$ cat src/rxgd_pkg.sv
// Package for the receive gain and demodulator control block.
// Holds field layouts, codes, thresholds, the gain table used by the top module and a correction table.
package rxgd_pkg;
  localparam int LEVEL_W = 7;
  localparam int BW_W = 10;
  localparam int SAMPLE_W = 8;
  localparam logic [1:0] OCD_DIV4 = 2'h0;
  localparam logic [1:0] OCD_DIV8 = 2'h1;
  localparam logic [1:0] OCD_DIV16 = 2'h2;
  localparam logic [4:0] OCD_HALF4 = 5'h02;
  localparam logic [4:0] OCD_HALF8 = 5'h04;
  localparam logic [4:0] OCD_HALF16 = 5'h08;
  localparam logic [1:0] DEMOD_LINEAR = 2'h0;
  localparam logic [1:0] DEMOD_CORR = 2'h1;
  localparam logic [1:0] DEMOD_ASK = 2'h2;
  localparam logic [6:0] THR_LOW_DEF = 7'h1E;
  localparam logic [6:0] THR_HIGH_DEF = 7'h46;
  localparam logic [7:0] DELAY_DEF = 8'h0A;
  localparam logic [2:0] GAIN_STEPS = 3'h5;
  localparam logic [2:0] GAIN_TOP = 3'h0;
  localparam int CDR_OVERSAMPLE = 32;
  localparam logic [4:0] CDR_HALF = 5'h10;
  localparam logic [4:0] CDR_NUDGE = 5'h01;
  // Clocks per oversample tick times bandwidth code, for a cutoff at 0.75 of the bit rate
  localparam logic [11:0] CDR_SCALE = 12'h097;
  localparam int FILT_SHIFT = 10;
  localparam int AVG_SHIFT = 6;

  typedef struct packed {
    logic [1:0] lna;
    logic [1:0] filt;
  } rxgd_gain_t;

  typedef struct packed {
    logic [LEVEL_W-1:0] level;
    rxgd_gain_t gain;
  } rxgd_readback_t;

  // Gain states from highest (0) to extra-low (5)
  function automatic rxgd_gain_t gain_of(input logic [2:0] st);
    case (st)
      3'h0: gain_of = '{lna: 2'h3, filt: 2'h2};
      3'h1: gain_of = '{lna: 2'h2, filt: 2'h2};
      3'h2: gain_of = '{lna: 2'h2, filt: 2'h1};
      3'h3: gain_of = '{lna: 2'h2, filt: 2'h0};
      3'h4: gain_of = '{lna: 2'h1, filt: 2'h0};
      default: gain_of = '{lna: 2'h0, filt: 2'h0};
    endcase
  endfunction

  // Correction in half-dB steps added to the level code
  function automatic logic [6:0] correction_of(input rxgd_gain_t g);
    case ({g.lna, g.filt})
      4'hE: correction_of = 7'h00;
      4'hA: correction_of = 7'h18;
      4'h9: correction_of = 7'h2D;
      4'h8: correction_of = 7'h3F;
      4'h4: correction_of = 7'h5A;
      4'h0: correction_of = 7'h69;
      default: correction_of = 7'h00;
    endcase
  endfunction
endpackage

$ cat src/rxgd_top.sv
// Receive back end: offset clock divider, gain loop, level readback, three
// demodulators, post filter, slicer and 32x clock recovery.
// Assumes level code and quadrature limiter bits arrive asynchronously from the front end.
// Operation
// - Offset clock is crystal divided by 4, 8 or 16 from two-bit field.
// - Gain loop enabled at reset, picks gains from level, disable by write.
// - After each gain change wait delay times sequencer divider crystal periods.
// - Readback carries seven-bit level code; power from code plus correction.
// - Readback shows lna and filter gain bits mapping to fixed corrections.
// - Select 01 uses the correlator demodulator.
// - Select 00 uses the linear demodulator.
// - Select 10 uses ASK/OOK demodulation.
// - Correlator compares energy at IF plus and minus deviation.
// - Second-order low-pass after discriminator, ten-bit bandwidth.
// - Correlator slicer threshold is fixed zero.
// - Oversampled PLL at 32x data rate retimes data, tolerates 2 percent.
// - Linear mode slices filtered discriminator against its average.
// - ASK mode slices filtered level against its running average.
// - Reduce gain above high threshold, increase below low threshold.
// - Seven-bit level code feeds readback and gain control.
`timescale 1ns/1ns
module rxgd_top #(
  parameter int DIV_W = 8
) (
  input wire logic sys_clk, // 20 MHz
  input wire logic nrst, // Async reset, low
  input wire logic [1:0] offset_clock_divider, // 0:/4 1:/8 2:/16
  input wire logic gain_loop_enable, // Gain loop on
  input wire logic manual_gain_write, // Pulse: load manual gains while loop off
  input wire logic [1:0] manual_lna_gain, // Manual lna gain
  input wire logic [1:0] manual_filter_gain, // Manual filter gain
  input wire logic [7:0] gain_loop_delay, // Wait in sequencer ticks
  input wire logic [DIV_W-1:0] sequencer_clock_divider, // Crystal periods per tick
  input wire logic [6:0] gain_high_threshold, // Reduce gain above
  input wire logic [6:0] gain_low_threshold, // Raise gain below
  input wire logic extra_low_disable, // Skip extra-low step
  input wire logic [1:0] demod_select, // Demodulator mode
  input wire logic [9:0] post_filter_bandwidth, // Filter coefficient
  input wire logic receive_invert_bit, // Invert data
  input wire logic [6:0] level_in, // Flash converter code, async
  input wire logic if_i, // Limited I, async
  input wire logic if_q, // Limited Q, async
  output logic baseband_offset_clock, // Divided offset clock
  output rxgd_pkg::rxgd_readback_t readback, // Level and gain bits
  output logic [1:0] lna_gain, // Drive to front end
  output logic [1:0] filter_gain, // Drive to IF filter
  output logic rx_data, // Retimed data
  output logic rx_clk // Recovered clock
);
  logic [6:0] lvl_s1_reg, lvl_reg;
  logic [1:0] iq_s1_reg, iq_reg, iq_d_reg;
  always_ff @(posedge sys_clk or negedge nrst)
    if (!nrst)
    begin
      lvl_s1_reg <= 7'h00;
      lvl_reg <= 7'h00;
      iq_s1_reg <= 2'h0;
      iq_reg <= 2'h0;
      iq_d_reg <= 2'h0;
    end
    else
    begin
      lvl_s1_reg <= level_in;
      lvl_reg <= lvl_s1_reg;
      iq_s1_reg <= {if_i, if_q};
      iq_reg <= iq_s1_reg;
      iq_d_reg <= iq_reg;
    end

  // Offset clock: toggle every half period
  logic [4:0] ocd_cnt_reg;
  logic ocd_clk_reg;
  wire [4:0] ocd_half = (offset_clock_divider == rxgd_pkg::OCD_DIV4) ? rxgd_pkg::OCD_HALF4 :
    (offset_clock_divider == rxgd_pkg::OCD_DIV8) ? rxgd_pkg::OCD_HALF8 :
    rxgd_pkg::OCD_HALF16;
  wire ocd_wrap = (ocd_cnt_reg + 5'h01) >= ocd_half;
  always_ff @(posedge sys_clk or negedge nrst)
    if (!nrst)
    begin
      ocd_cnt_reg <= 5'h00;
      ocd_clk_reg <= 1'b0;
    end
    else if (ocd_wrap)
    begin
      ocd_cnt_reg <= 5'h00;
      ocd_clk_reg <= ~ocd_clk_reg;
    end
    else
      ocd_cnt_reg <= ocd_cnt_reg + 5'h01;

  // Gain loop
  typedef enum logic [1:0] {ST_WATCH, ST_SETTLE, ST_HOLD} rxgd_gst_t;
  rxgd_gst_t gst_reg;
  logic [2:0] step_reg;
  logic [7:0] dly_reg;
  logic [DIV_W-1:0] pre_reg;
  rxgd_pkg::rxgd_gain_t gain_reg;
  wire tick = (pre_reg + {{(DIV_W-1){1'b0}}, 1'b1}) >= sequencer_clock_divider;
  wire [2:0] bottom = extra_low_disable ? (rxgd_pkg::GAIN_STEPS - 3'h1) : rxgd_pkg::GAIN_STEPS;
  wire go_down = (lvl_reg > gain_high_threshold) && (step_reg < bottom);
  wire go_up = (lvl_reg < gain_low_threshold) && (step_reg > rxgd_pkg::GAIN_TOP);
  wire [2:0] step_next = go_down ? step_reg + 3'h1 : step_reg - 3'h1;
  always_ff @(posedge sys_clk or negedge nrst)
    if (!nrst)
    begin
      gst_reg <= ST_WATCH;
      step_reg <= rxgd_pkg::GAIN_TOP;
      dly_reg <= 8'h00;
      pre_reg <= '0;
      gain_reg <= rxgd_pkg::gain_of(rxgd_pkg::GAIN_TOP);
    end
    else
    begin
      pre_reg <= tick ? '0 : pre_reg + {{(DIV_W-1){1'b0}}, 1'b1};
      case (gst_reg)
        ST_WATCH:
          if (!gain_loop_enable)
            gst_reg <= ST_HOLD;
          else if (go_down || go_up)
          begin
            step_reg <= step_next;
            gain_reg <= rxgd_pkg::gain_of(step_next);
            dly_reg <= gain_loop_delay;
            pre_reg <= '0;
            gst_reg <= ST_SETTLE;
          end
        ST_SETTLE:
          if (!gain_loop_enable)
            gst_reg <= ST_HOLD;
          else if (dly_reg == 8'h00)
            gst_reg <= ST_WATCH;
          else if (tick)
            dly_reg <= dly_reg - 8'h01;
        ST_HOLD:
        begin
          if (manual_gain_write)
            gain_reg <= '{lna: manual_lna_gain, filt: manual_filter_gain};
          if (gain_loop_enable)
            gst_reg <= ST_WATCH;
        end
        default: gst_reg <= ST_WATCH;
      endcase
    end

  // Correlator: quadrature phase-step direction, + for IF+dev, - for IF-dev
  wire fwd = (iq_reg == {iq_d_reg[0], ~iq_d_reg[1]});
  wire bwd = (iq_reg == {~iq_d_reg[0], iq_d_reg[1]});
  logic signed [15:0] corr_hi_reg, corr_lo_reg, disc_lin_reg;
  wire signed [15:0] corr_diff = corr_hi_reg - corr_lo_reg;
  always_ff @(posedge sys_clk or negedge nrst)
    if (!nrst)
    begin
      corr_hi_reg <= 16'sh0000;
      corr_lo_reg <= 16'sh0000;
      disc_lin_reg <= 16'sh0000;
    end
    else
    begin
      corr_hi_reg <= corr_hi_reg - (corr_hi_reg >>> 4) + (fwd ? 16'sh0100 : 16'sh0000);
      corr_lo_reg <= corr_lo_reg - (corr_lo_reg >>> 4) + (bwd ? 16'sh0100 : 16'sh0000);
      disc_lin_reg <= disc_lin_reg - (disc_lin_reg >>> 4) +
        (fwd ? 16'sh0100 : (bwd ? -16'sh0100 : 16'sh0000));
    end

  // Mode mux; 11 falls through to linear
  wire signed [15:0] disc_in = (demod_select == rxgd_pkg::DEMOD_CORR) ? corr_diff :
    (demod_select == rxgd_pkg::DEMOD_ASK) ? $signed({2'h0, lvl_reg, 7'h00}) :
    disc_lin_reg;
  wire use_zero = (demod_select == rxgd_pkg::DEMOD_CORR);

  // Second-order low-pass: two cascaded one-pole stages sharing the coefficient
  logic signed [31:0] lp1_reg, lp2_reg, avg_reg;
  wire signed [31:0] in_w = {{6{disc_in[15]}}, disc_in, 10'h000};
  wire signed [42:0] d1 = (in_w - lp1_reg) * $signed({1'b0, post_filter_bandwidth});
  wire signed [42:0] d2 = (lp1_reg - lp2_reg) * $signed({1'b0, post_filter_bandwidth});
  always_ff @(posedge sys_clk or negedge nrst)
    if (!nrst)
    begin
      lp1_reg <= 32'sh0;
      lp2_reg <= 32'sh0;
      avg_reg <= 32'sh0;
    end
    else
    begin
      lp1_reg <= lp1_reg + 32'(d1 >>> rxgd_pkg::FILT_SHIFT);
      lp2_reg <= lp2_reg + 32'(d2 >>> rxgd_pkg::FILT_SHIFT);
      avg_reg <= avg_reg + ((lp2_reg - avg_reg) >>> rxgd_pkg::AVG_SHIFT);
    end
  wire sliced = (use_zero ? (lp2_reg > 32'sh0) : (lp2_reg > avg_reg)) ^ receive_invert_bit;

  // Clock recovery: 32 phases per bit, nudged toward each data edge
  logic [4:0] ph_reg;
  logic sl_d_reg, data_reg, rclk_reg;
  logic [11:0] ovs_reg;
  logic [11:0] bit_period_reg;
  wire [4:0] ph_step = (sl_d_reg != sliced) ? ((ph_reg < rxgd_pkg::CDR_HALF) ?
    rxgd_pkg::CDR_NUDGE + rxgd_pkg::CDR_NUDGE : 5'h00) : rxgd_pkg::CDR_NUDGE;
  wire ovs_tick = (ovs_reg + 12'h001) >= bit_period_reg;
  always_ff @(posedge sys_clk or negedge nrst)
    if (!nrst)
    begin
      ph_reg <= 5'h00;
      sl_d_reg <= 1'b0;
      data_reg <= 1'b0;
      rclk_reg <= 1'b0;
      ovs_reg <= 12'h000;
      bit_period_reg <= 12'h001;
    end
    else
    begin
      // Tick rate is inferred from the filter cutoff, so 32 ticks span one bit only
      // while the cutoff is kept near 0.75 of the bit rate; rounded to nearest
      bit_period_reg <= (post_filter_bandwidth == 10'h000) ? 12'h001 :
        12'((rxgd_pkg::CDR_SCALE + {3'h0, post_filter_bandwidth[9:1]}) /
        {2'h0, post_filter_bandwidth});
      ovs_reg <= ovs_tick ? 12'h000 : ovs_reg + 12'h001;
      if (ovs_tick)
      begin
        sl_d_reg <= sliced;
        ph_reg <= ph_reg + ph_step;
        rclk_reg <= (ph_reg >= rxgd_pkg::CDR_HALF);
        if (ph_reg == rxgd_pkg::CDR_HALF)
          data_reg <= sliced;
      end
    end

  // Outputs straight from flip-flops
  always_ff @(posedge sys_clk or negedge nrst)
    if (!nrst)
    begin
      readback <= '0;
      baseband_offset_clock <= 1'b0;
      lna_gain <= 2'h0;
      filter_gain <= 2'h0;
      rx_data <= 1'b0;
      rx_clk <= 1'b0;
    end
    else
    begin
      readback <= '{level: lvl_reg, gain: gain_reg};
      baseband_offset_clock <= ocd_clk_reg;
      lna_gain <= gain_reg.lna;
      filter_gain <= gain_reg.filt;
      rx_data <= data_reg;
      rx_clk <= rclk_reg;
    end
endmodule // rxgd_top

$ cat config.mk
export PLATFORM = sky130hd
export DESIGN_NAME = rxgd_top
export DESIGN_NICKNAME = d
export VERILOG_FILES = /design/src/rxgd_pkg.sv /design/src/rxgd_top.sv
export SDC_FILE = /design/constraint.sdc
export NUM_CORES = 2
export LEC_CHECK = 0
export ABC_AREA = 1
export BUFFER_PORTS_ARGS = -buffer_cell sky130_fd_sc_hd__buf_4
export CAP_MARGIN = 10
export CORE_MARGIN = 4
export CORE_UTILIZATION = 40
export CTS_CLUSTER_SIZE = 24
export DETAILED_ROUTE_END_ITERATION = 12
export GPL_TIMING_DRIVEN = 0
export SYNTH_ARGS = -nofsm -noshare
export SYNTH_HDL_FRONTEND = slang
export SYNTH_SLANG_ARGS = --single-unit
$ cat constraint.sdc
create_clock -name sys_clk -period 14.8 [get_ports sys_clk]
set_input_delay 2.96 -clock sys_clk [delete_from_list [all_inputs] [get_ports sys_clk]]
set_output_delay 2.96 -clock sys_clk [all_outputs]
set_load 0.01 [all_outputs]
Yosys cells after proc, flatten, opt, wreduce, memory -nomap -nowiden. Index checks and enable logic that the tools add are counted.

Flip-flop bits (word level): 241. Bits of input ports: 63. Word-level logic and storage cells: 144.

Add/sub/neg operators: 21. Multipliers: 2. Divide/modulo/power cells: 1. Magnitude comparators: 11. Equal/unequal tests: 22. Multiplexer cells: 37. Bitwise operators: 4. Reduce and logical (&&, ||, !) cells: 15.

Operator list (number): 33-bit by 11-bit multiplier with 42-bit output (2); 8-bit two-way mux (9); 32-bit adder (2); 16-bit two-way mux (4); 16-bit by 12-bit subtractor with 16-bit output (3); 26-bit by 32-bit subtractor with 33-bit output (1); 32-bit by 32-bit subtractor with 33-bit output (1); 16-bit by 10-bit adder with 16-bit output (2); 32-bit by 26-bit adder with 32-bit output (1); 32-bit by 1-bit > comparator with 1-bit output (second input constant) (1); 32-bit > comparator (1); 32-bit subtractor (1); 12-bit two-way mux (2); 4-bit two-way mux (5); 4-bit case mux with 5 select lines (1); 9-bit two-way mux (2); 16-bit adder (1); 8-bit case mux with 2 select lines (1); 16-bit subtractor (1); 2-bit two-way mux (7); 2-bit != test (second input constant) (7); 12-bit by 1-bit adder with 12-bit output (second input constant) (1); 12-bit by 10-bit divider with 12-bit output (1); 12-bit greater-or-equal comparator (1); other kinds (42) (55).

Logic depth before layout (Yosys ltp).
Depth in word-level cells: 9. Mapped depth: 125. Depth with buffers taken out: 122.

Worst setup path after synthesis. Ideal clock, no wire load.

Path kind: input to register. Start point: input port post_filter_bandwidth[1]. End point: register bit_period_reg[0]. Library setup time: 82 ps. Data arrival time: 17358 ps. Required time: 14718 ps. Path slack: -2640 ps. Stages: 115. Buffers on the path: 5. Path through: buf_2 > inv_2 > clkbuf_1 > ha_1 > nand2_1 > nor2_1 > nand3_1 > inv_1 > ha_1 > nand3_1 > nand2_1 > nand2_1 > nor2_1 > ha_1 > nand2_1 > nand3_1 > nand2_1 > nand2_1 > [... 79 more ...] > nand2_1 > a221oi_1 > nand2_2 > buf_6 > nand2_1 > o21ai_2 > ha_1 > a21boi_0 > o21ai_0 > nand2_1 > a21oi_1 > o221ai_1 > nand3_1 > nand2_1 > a211oi_1 > nand2_1 > inv_1 > nand3_1.

Cells in the longest elaborated chain, start to end: 3.

RTL lines: from (decl) (RTL line rxgd_top.sv:38) `input wire logic [9:0] post_filter_bandwidth,`; 8-bit by 9-bit adder with 10-bit output (RTL line rxgd_top.sv:214) `12'((rxgd_pkg::CDR_SCALE + {3'h0, post_filter_bandwidth[9:1]}) /`; 12-bit by 10-bit divider with 12-bit output (RTL line rxgd_top.sv:214); 12-bit two-way mux (*) (RTL line rxgd_top.sv:213) `bit_period_reg <= (post_filter_bandwidth == 10'h000) ? 12'h001 :`; to (signal assigned) (RTL line rxgd_top.sv:213); to (decl) (RTL line rxgd_top.sv:195) `logic [11:0] bit_period_reg;`.

Mark *: on every way between the ends. The rest lies on a longest branch, timed or not. A chain may end at the register's enable or synchronous reset.

Worst setup path in the final report. Ends and elaborated chain as after synthesis.

==> summary.md <==
| Metric | Value |
|---|---|
| Status | `finished with violations` |
| Failing checks | `negative setup slack` |
| WHS | `0.3472 ns` |
| Min Tclk post-route | `16.19 ns` |
| Hold EP | `lvl_reg[6]$_DFF_PN0_` |
| R2R depth | `39` |
| Arrival time at the worst endpoint | `16.73 ns` |
| CTS tree | `done` |
| Critical Path End Type | `flop` |
| Maxcap violations | `0` |
| Most frequent cell after synthesis | `inv_1` |
| Final setup fails | `2` |
| Place WS | `-3.691 ns` |
| Wire per inst | `18.15 um` |
| Slowest stage delay, CP | `0.35 ns` |
| WS Path Type | `in -> reg` |
| Relative slew slack | `0.03672` |
| Crit path max fanout | `7` |
| Seq/Total Area, Yosys | `0.1306` |
| Mapped Cells | `6,032` |
| DRT antenna net count | `0` |
| Tightest Pin Transition | `1.445 ns` |
| Initial DRC Count | `2,652` |
| Share of flip-flops with an asynchronous set or reset | `1.000` |
| Largest net degree at the start of global routing | `104` |
| Post-detailed-routing wire length | `142.3 mm` |
| R2R Path End | `lp1_reg[30]$_DFF_PN0_` |
| Clk_lat worst skew | `0.66 ns` |
| Mapped Area | `0.04621 mm2` |
| Total number of vias | `40,825` |
| R2R Setup Slk | `3.39 ns` |
| Hold_sp | `lvl_s1_reg[6]$_DFF_PN0_` |
| Core ar. | `0.1145 mm2` |
| First-pass GRT wire length | `224.5 mm` |
| Hold_buf cts | `0` |
| Startpoint Class | `primary input` |
| Worst-path clk slew | `0.06 ns` |
| CTS buffer count | `31` |
| Drt via density | `5.207` |
| Post-synth EDFFs | `0` |
| Hold path depth | `0` |
| Synthesis Warnings | `0` |
| Routability cong. | `0.9345` |
| Synth cell count leaders | `inv_1 (1,175), nand2_1 (1,107), nor2_1 (615)` |
| CTS H-Tree Depth | `1` |
| Post-synthesis sequential element count | `241` |
| Die ar. | `0.1210 mm2` |
| Nets | `7,501` |
| WP buf/inv | `27` |
| Overall Global Routing Usage | `0.2331` |
| Clock Tree Buf Depth | `3` |
| Port Buffers | `77` |
| R2r startpoint | `corr_hi_reg[0]$_DFF_PN0_` |
| Die span in y | `347.9 um` |
| Syn avg cell area | `7.661 um2` |
| Root buffer cell | `clkbuf_16` |
| Clock skew | `0.03860 ns` |
| DIE WIDTH | `347.9 um` |
| Area share of the largest cell type after synthesis | `0.2439` |
| Synth top area cells | `fa_1 (24%), ha_1 (16%), dfrtp_1 (13%)` |
| Period utilization | `1.094` |
| Antenna violations before repair | `4` |
| Top_reg_cell synth | `dfrtp_1` |
| Core Rows | `124` |
| Worst path slowest cell | `ha_1` |
| Worst EP required | `15.35 ns` |
| Vias in the first global route | `41,350` |
| Synth-to-Final Area Change | `14.04%` |
| Final Max Tran Viols | `0` |
| RSZ-0062 raised after global routing | `true` |
| Crit. path cell count | `119` |
| Fraction of layout cells with a size suffix above 1 | `0.1013` |
| Final Worst Setup Slack | `-1.388 ns` |
| Final hold viol count | `0` |
| Final routed DRC violation total | `0` |
| Final Core Density | `0.4602` |
| Post-synth cell types | `73` |
| FMAX | `61.77 MHz` |
| Min-delay worst type | `reg -> reg` |
| Top Ports | `81` |
| Drt pass-1 iters | `6` |
| Grt ovf | `0` |
| Initial core utilization | `0.4036` |
| Cell family with the largest share of critical-path delay | `simple AND/OR/NAND/NOR gates` |
| Post-DP HPWL | `115.1 mm` |
| Cell taking the most area after synthesis | `fa_1` |
| Most used cell, CP | `nand2_2` |
| Sink Count | `241` |
[logic make-up (layout without fill, tap and decap cells)]
family | Yosys count | in the layout | synth area share
flops | 241 | 241 | 0.1306
compound gates | 855 | 855 | 0.1050
xor+xnor | 325 | 325 | 0.06252
fa+ha+maj | 1136 | 1136 | 0.3991
buf+inv | 1290 | 1582 | 0.1059
simple gates | 2182 | 2183 | 0.1963
mux | 2 | 2 | 0.0004873
other cells | 1 | 5 | 0.00008115
[through the flow]
stage          instances  area (um2)  TNS, ns
3_5_place_dp        7626       49090   -6.569
6_report            7841       52700   -1.551
2_1_floorplan       6034       46540   -1.117
4_1_cts             7799       51790  -0.6677
3_3_place_gp        7623       49010   -6.170
5_1_grt             7839       52690   -2.781
[worst max-delay path by stage]
stage / start / to
finish: post_filter_bandwidth[1] / bit_period_reg[0]$_DFF_PN1_
global placement: post_filter_bandwidth[0] / bit_period_reg[0]$_DFF_PN1_
global route: post_filter_bandwidth[1] / bit_period_reg[0]$_DFF_PN1_
floorplan: post_filter_bandwidth[1] / bit_period_reg[0]$_DFF_PN1_
detailed placement: post_filter_bandwidth[0] / bit_period_reg[0]$_DFF_PN1_
CTS: post_filter_bandwidth[1] / bit_period_reg[0]$_DFF_PN1_
[worst reg2reg max path: cells and delay by family, from the launching register on]
| family | cells | cell delay (ns) |
|---|---|---|
| compound gates | 13 | 4.03 |
| simple gates | 8 | 1.07 |
| buf+inv | 5 | 0.53 |
| fa+ha+maj | 10 | 4.13 |
| flops | 1 | 0.36 |
| xor+xnor | 3 | 1.18 |
[repair_timing]
action	CTS	global route
cloned	4	0
buffers inserted	114	41
endpoints found under the setup margin	2	2
pin swaps	106	119
gates resized for setup	153	114
[placed cells by master, fill, tap and decap left out, drive strengths merged, types with 44 or more instances in the layout]
master | Yosys | layout
clkbuf | 74 | 113
buf | 23 | 257
nand4 | 44 | 44
o21ai | 223 | 223
a21oi | 423 | 423
inv | 1189 | 1191
xor2 | 238 | 238
nand3 | 236 | 236
or2 | 63 | 63
nand2 | 1115 | 1116
dfrtp | 237 | 237
nor3 | 57 | 57
xnor2 | 85 | 85
fa | 563 | 563
ha | 573 | 573
nor2 | 621 | 621
[layer usage]
layer | GRT usage | share of wire | vias to the layer above | wire, um
met3 | 0.03519 | 0.065 | 285 | 9209
met4 | 0.08637 | 0.046 | 2 | 6589
met5 | 0 | 0.000091 | - | 13
met1 | 0.3156 | 0.44 | 19868 | 62200
met2 | 0.3789 | 0.45 | 1109 | 64270
li1 | - | - | 19561 | -
[cell type report]
cell class,instances,area [um2]
timing repair buffer,237,1968
clock inverter,18,252.7
inverter,1193,4533
tap,1512,1892
clock buffer,40,859.6
sequential,241,6036
buffer,94,457.9
antenna,2,5.005
multi-input combinational,4504,36690
fill,11367,61800
Power is left out: the tool's default activity adds up to more than one toggle a clock period on the data nets, which glitch-free logic cannot reach.
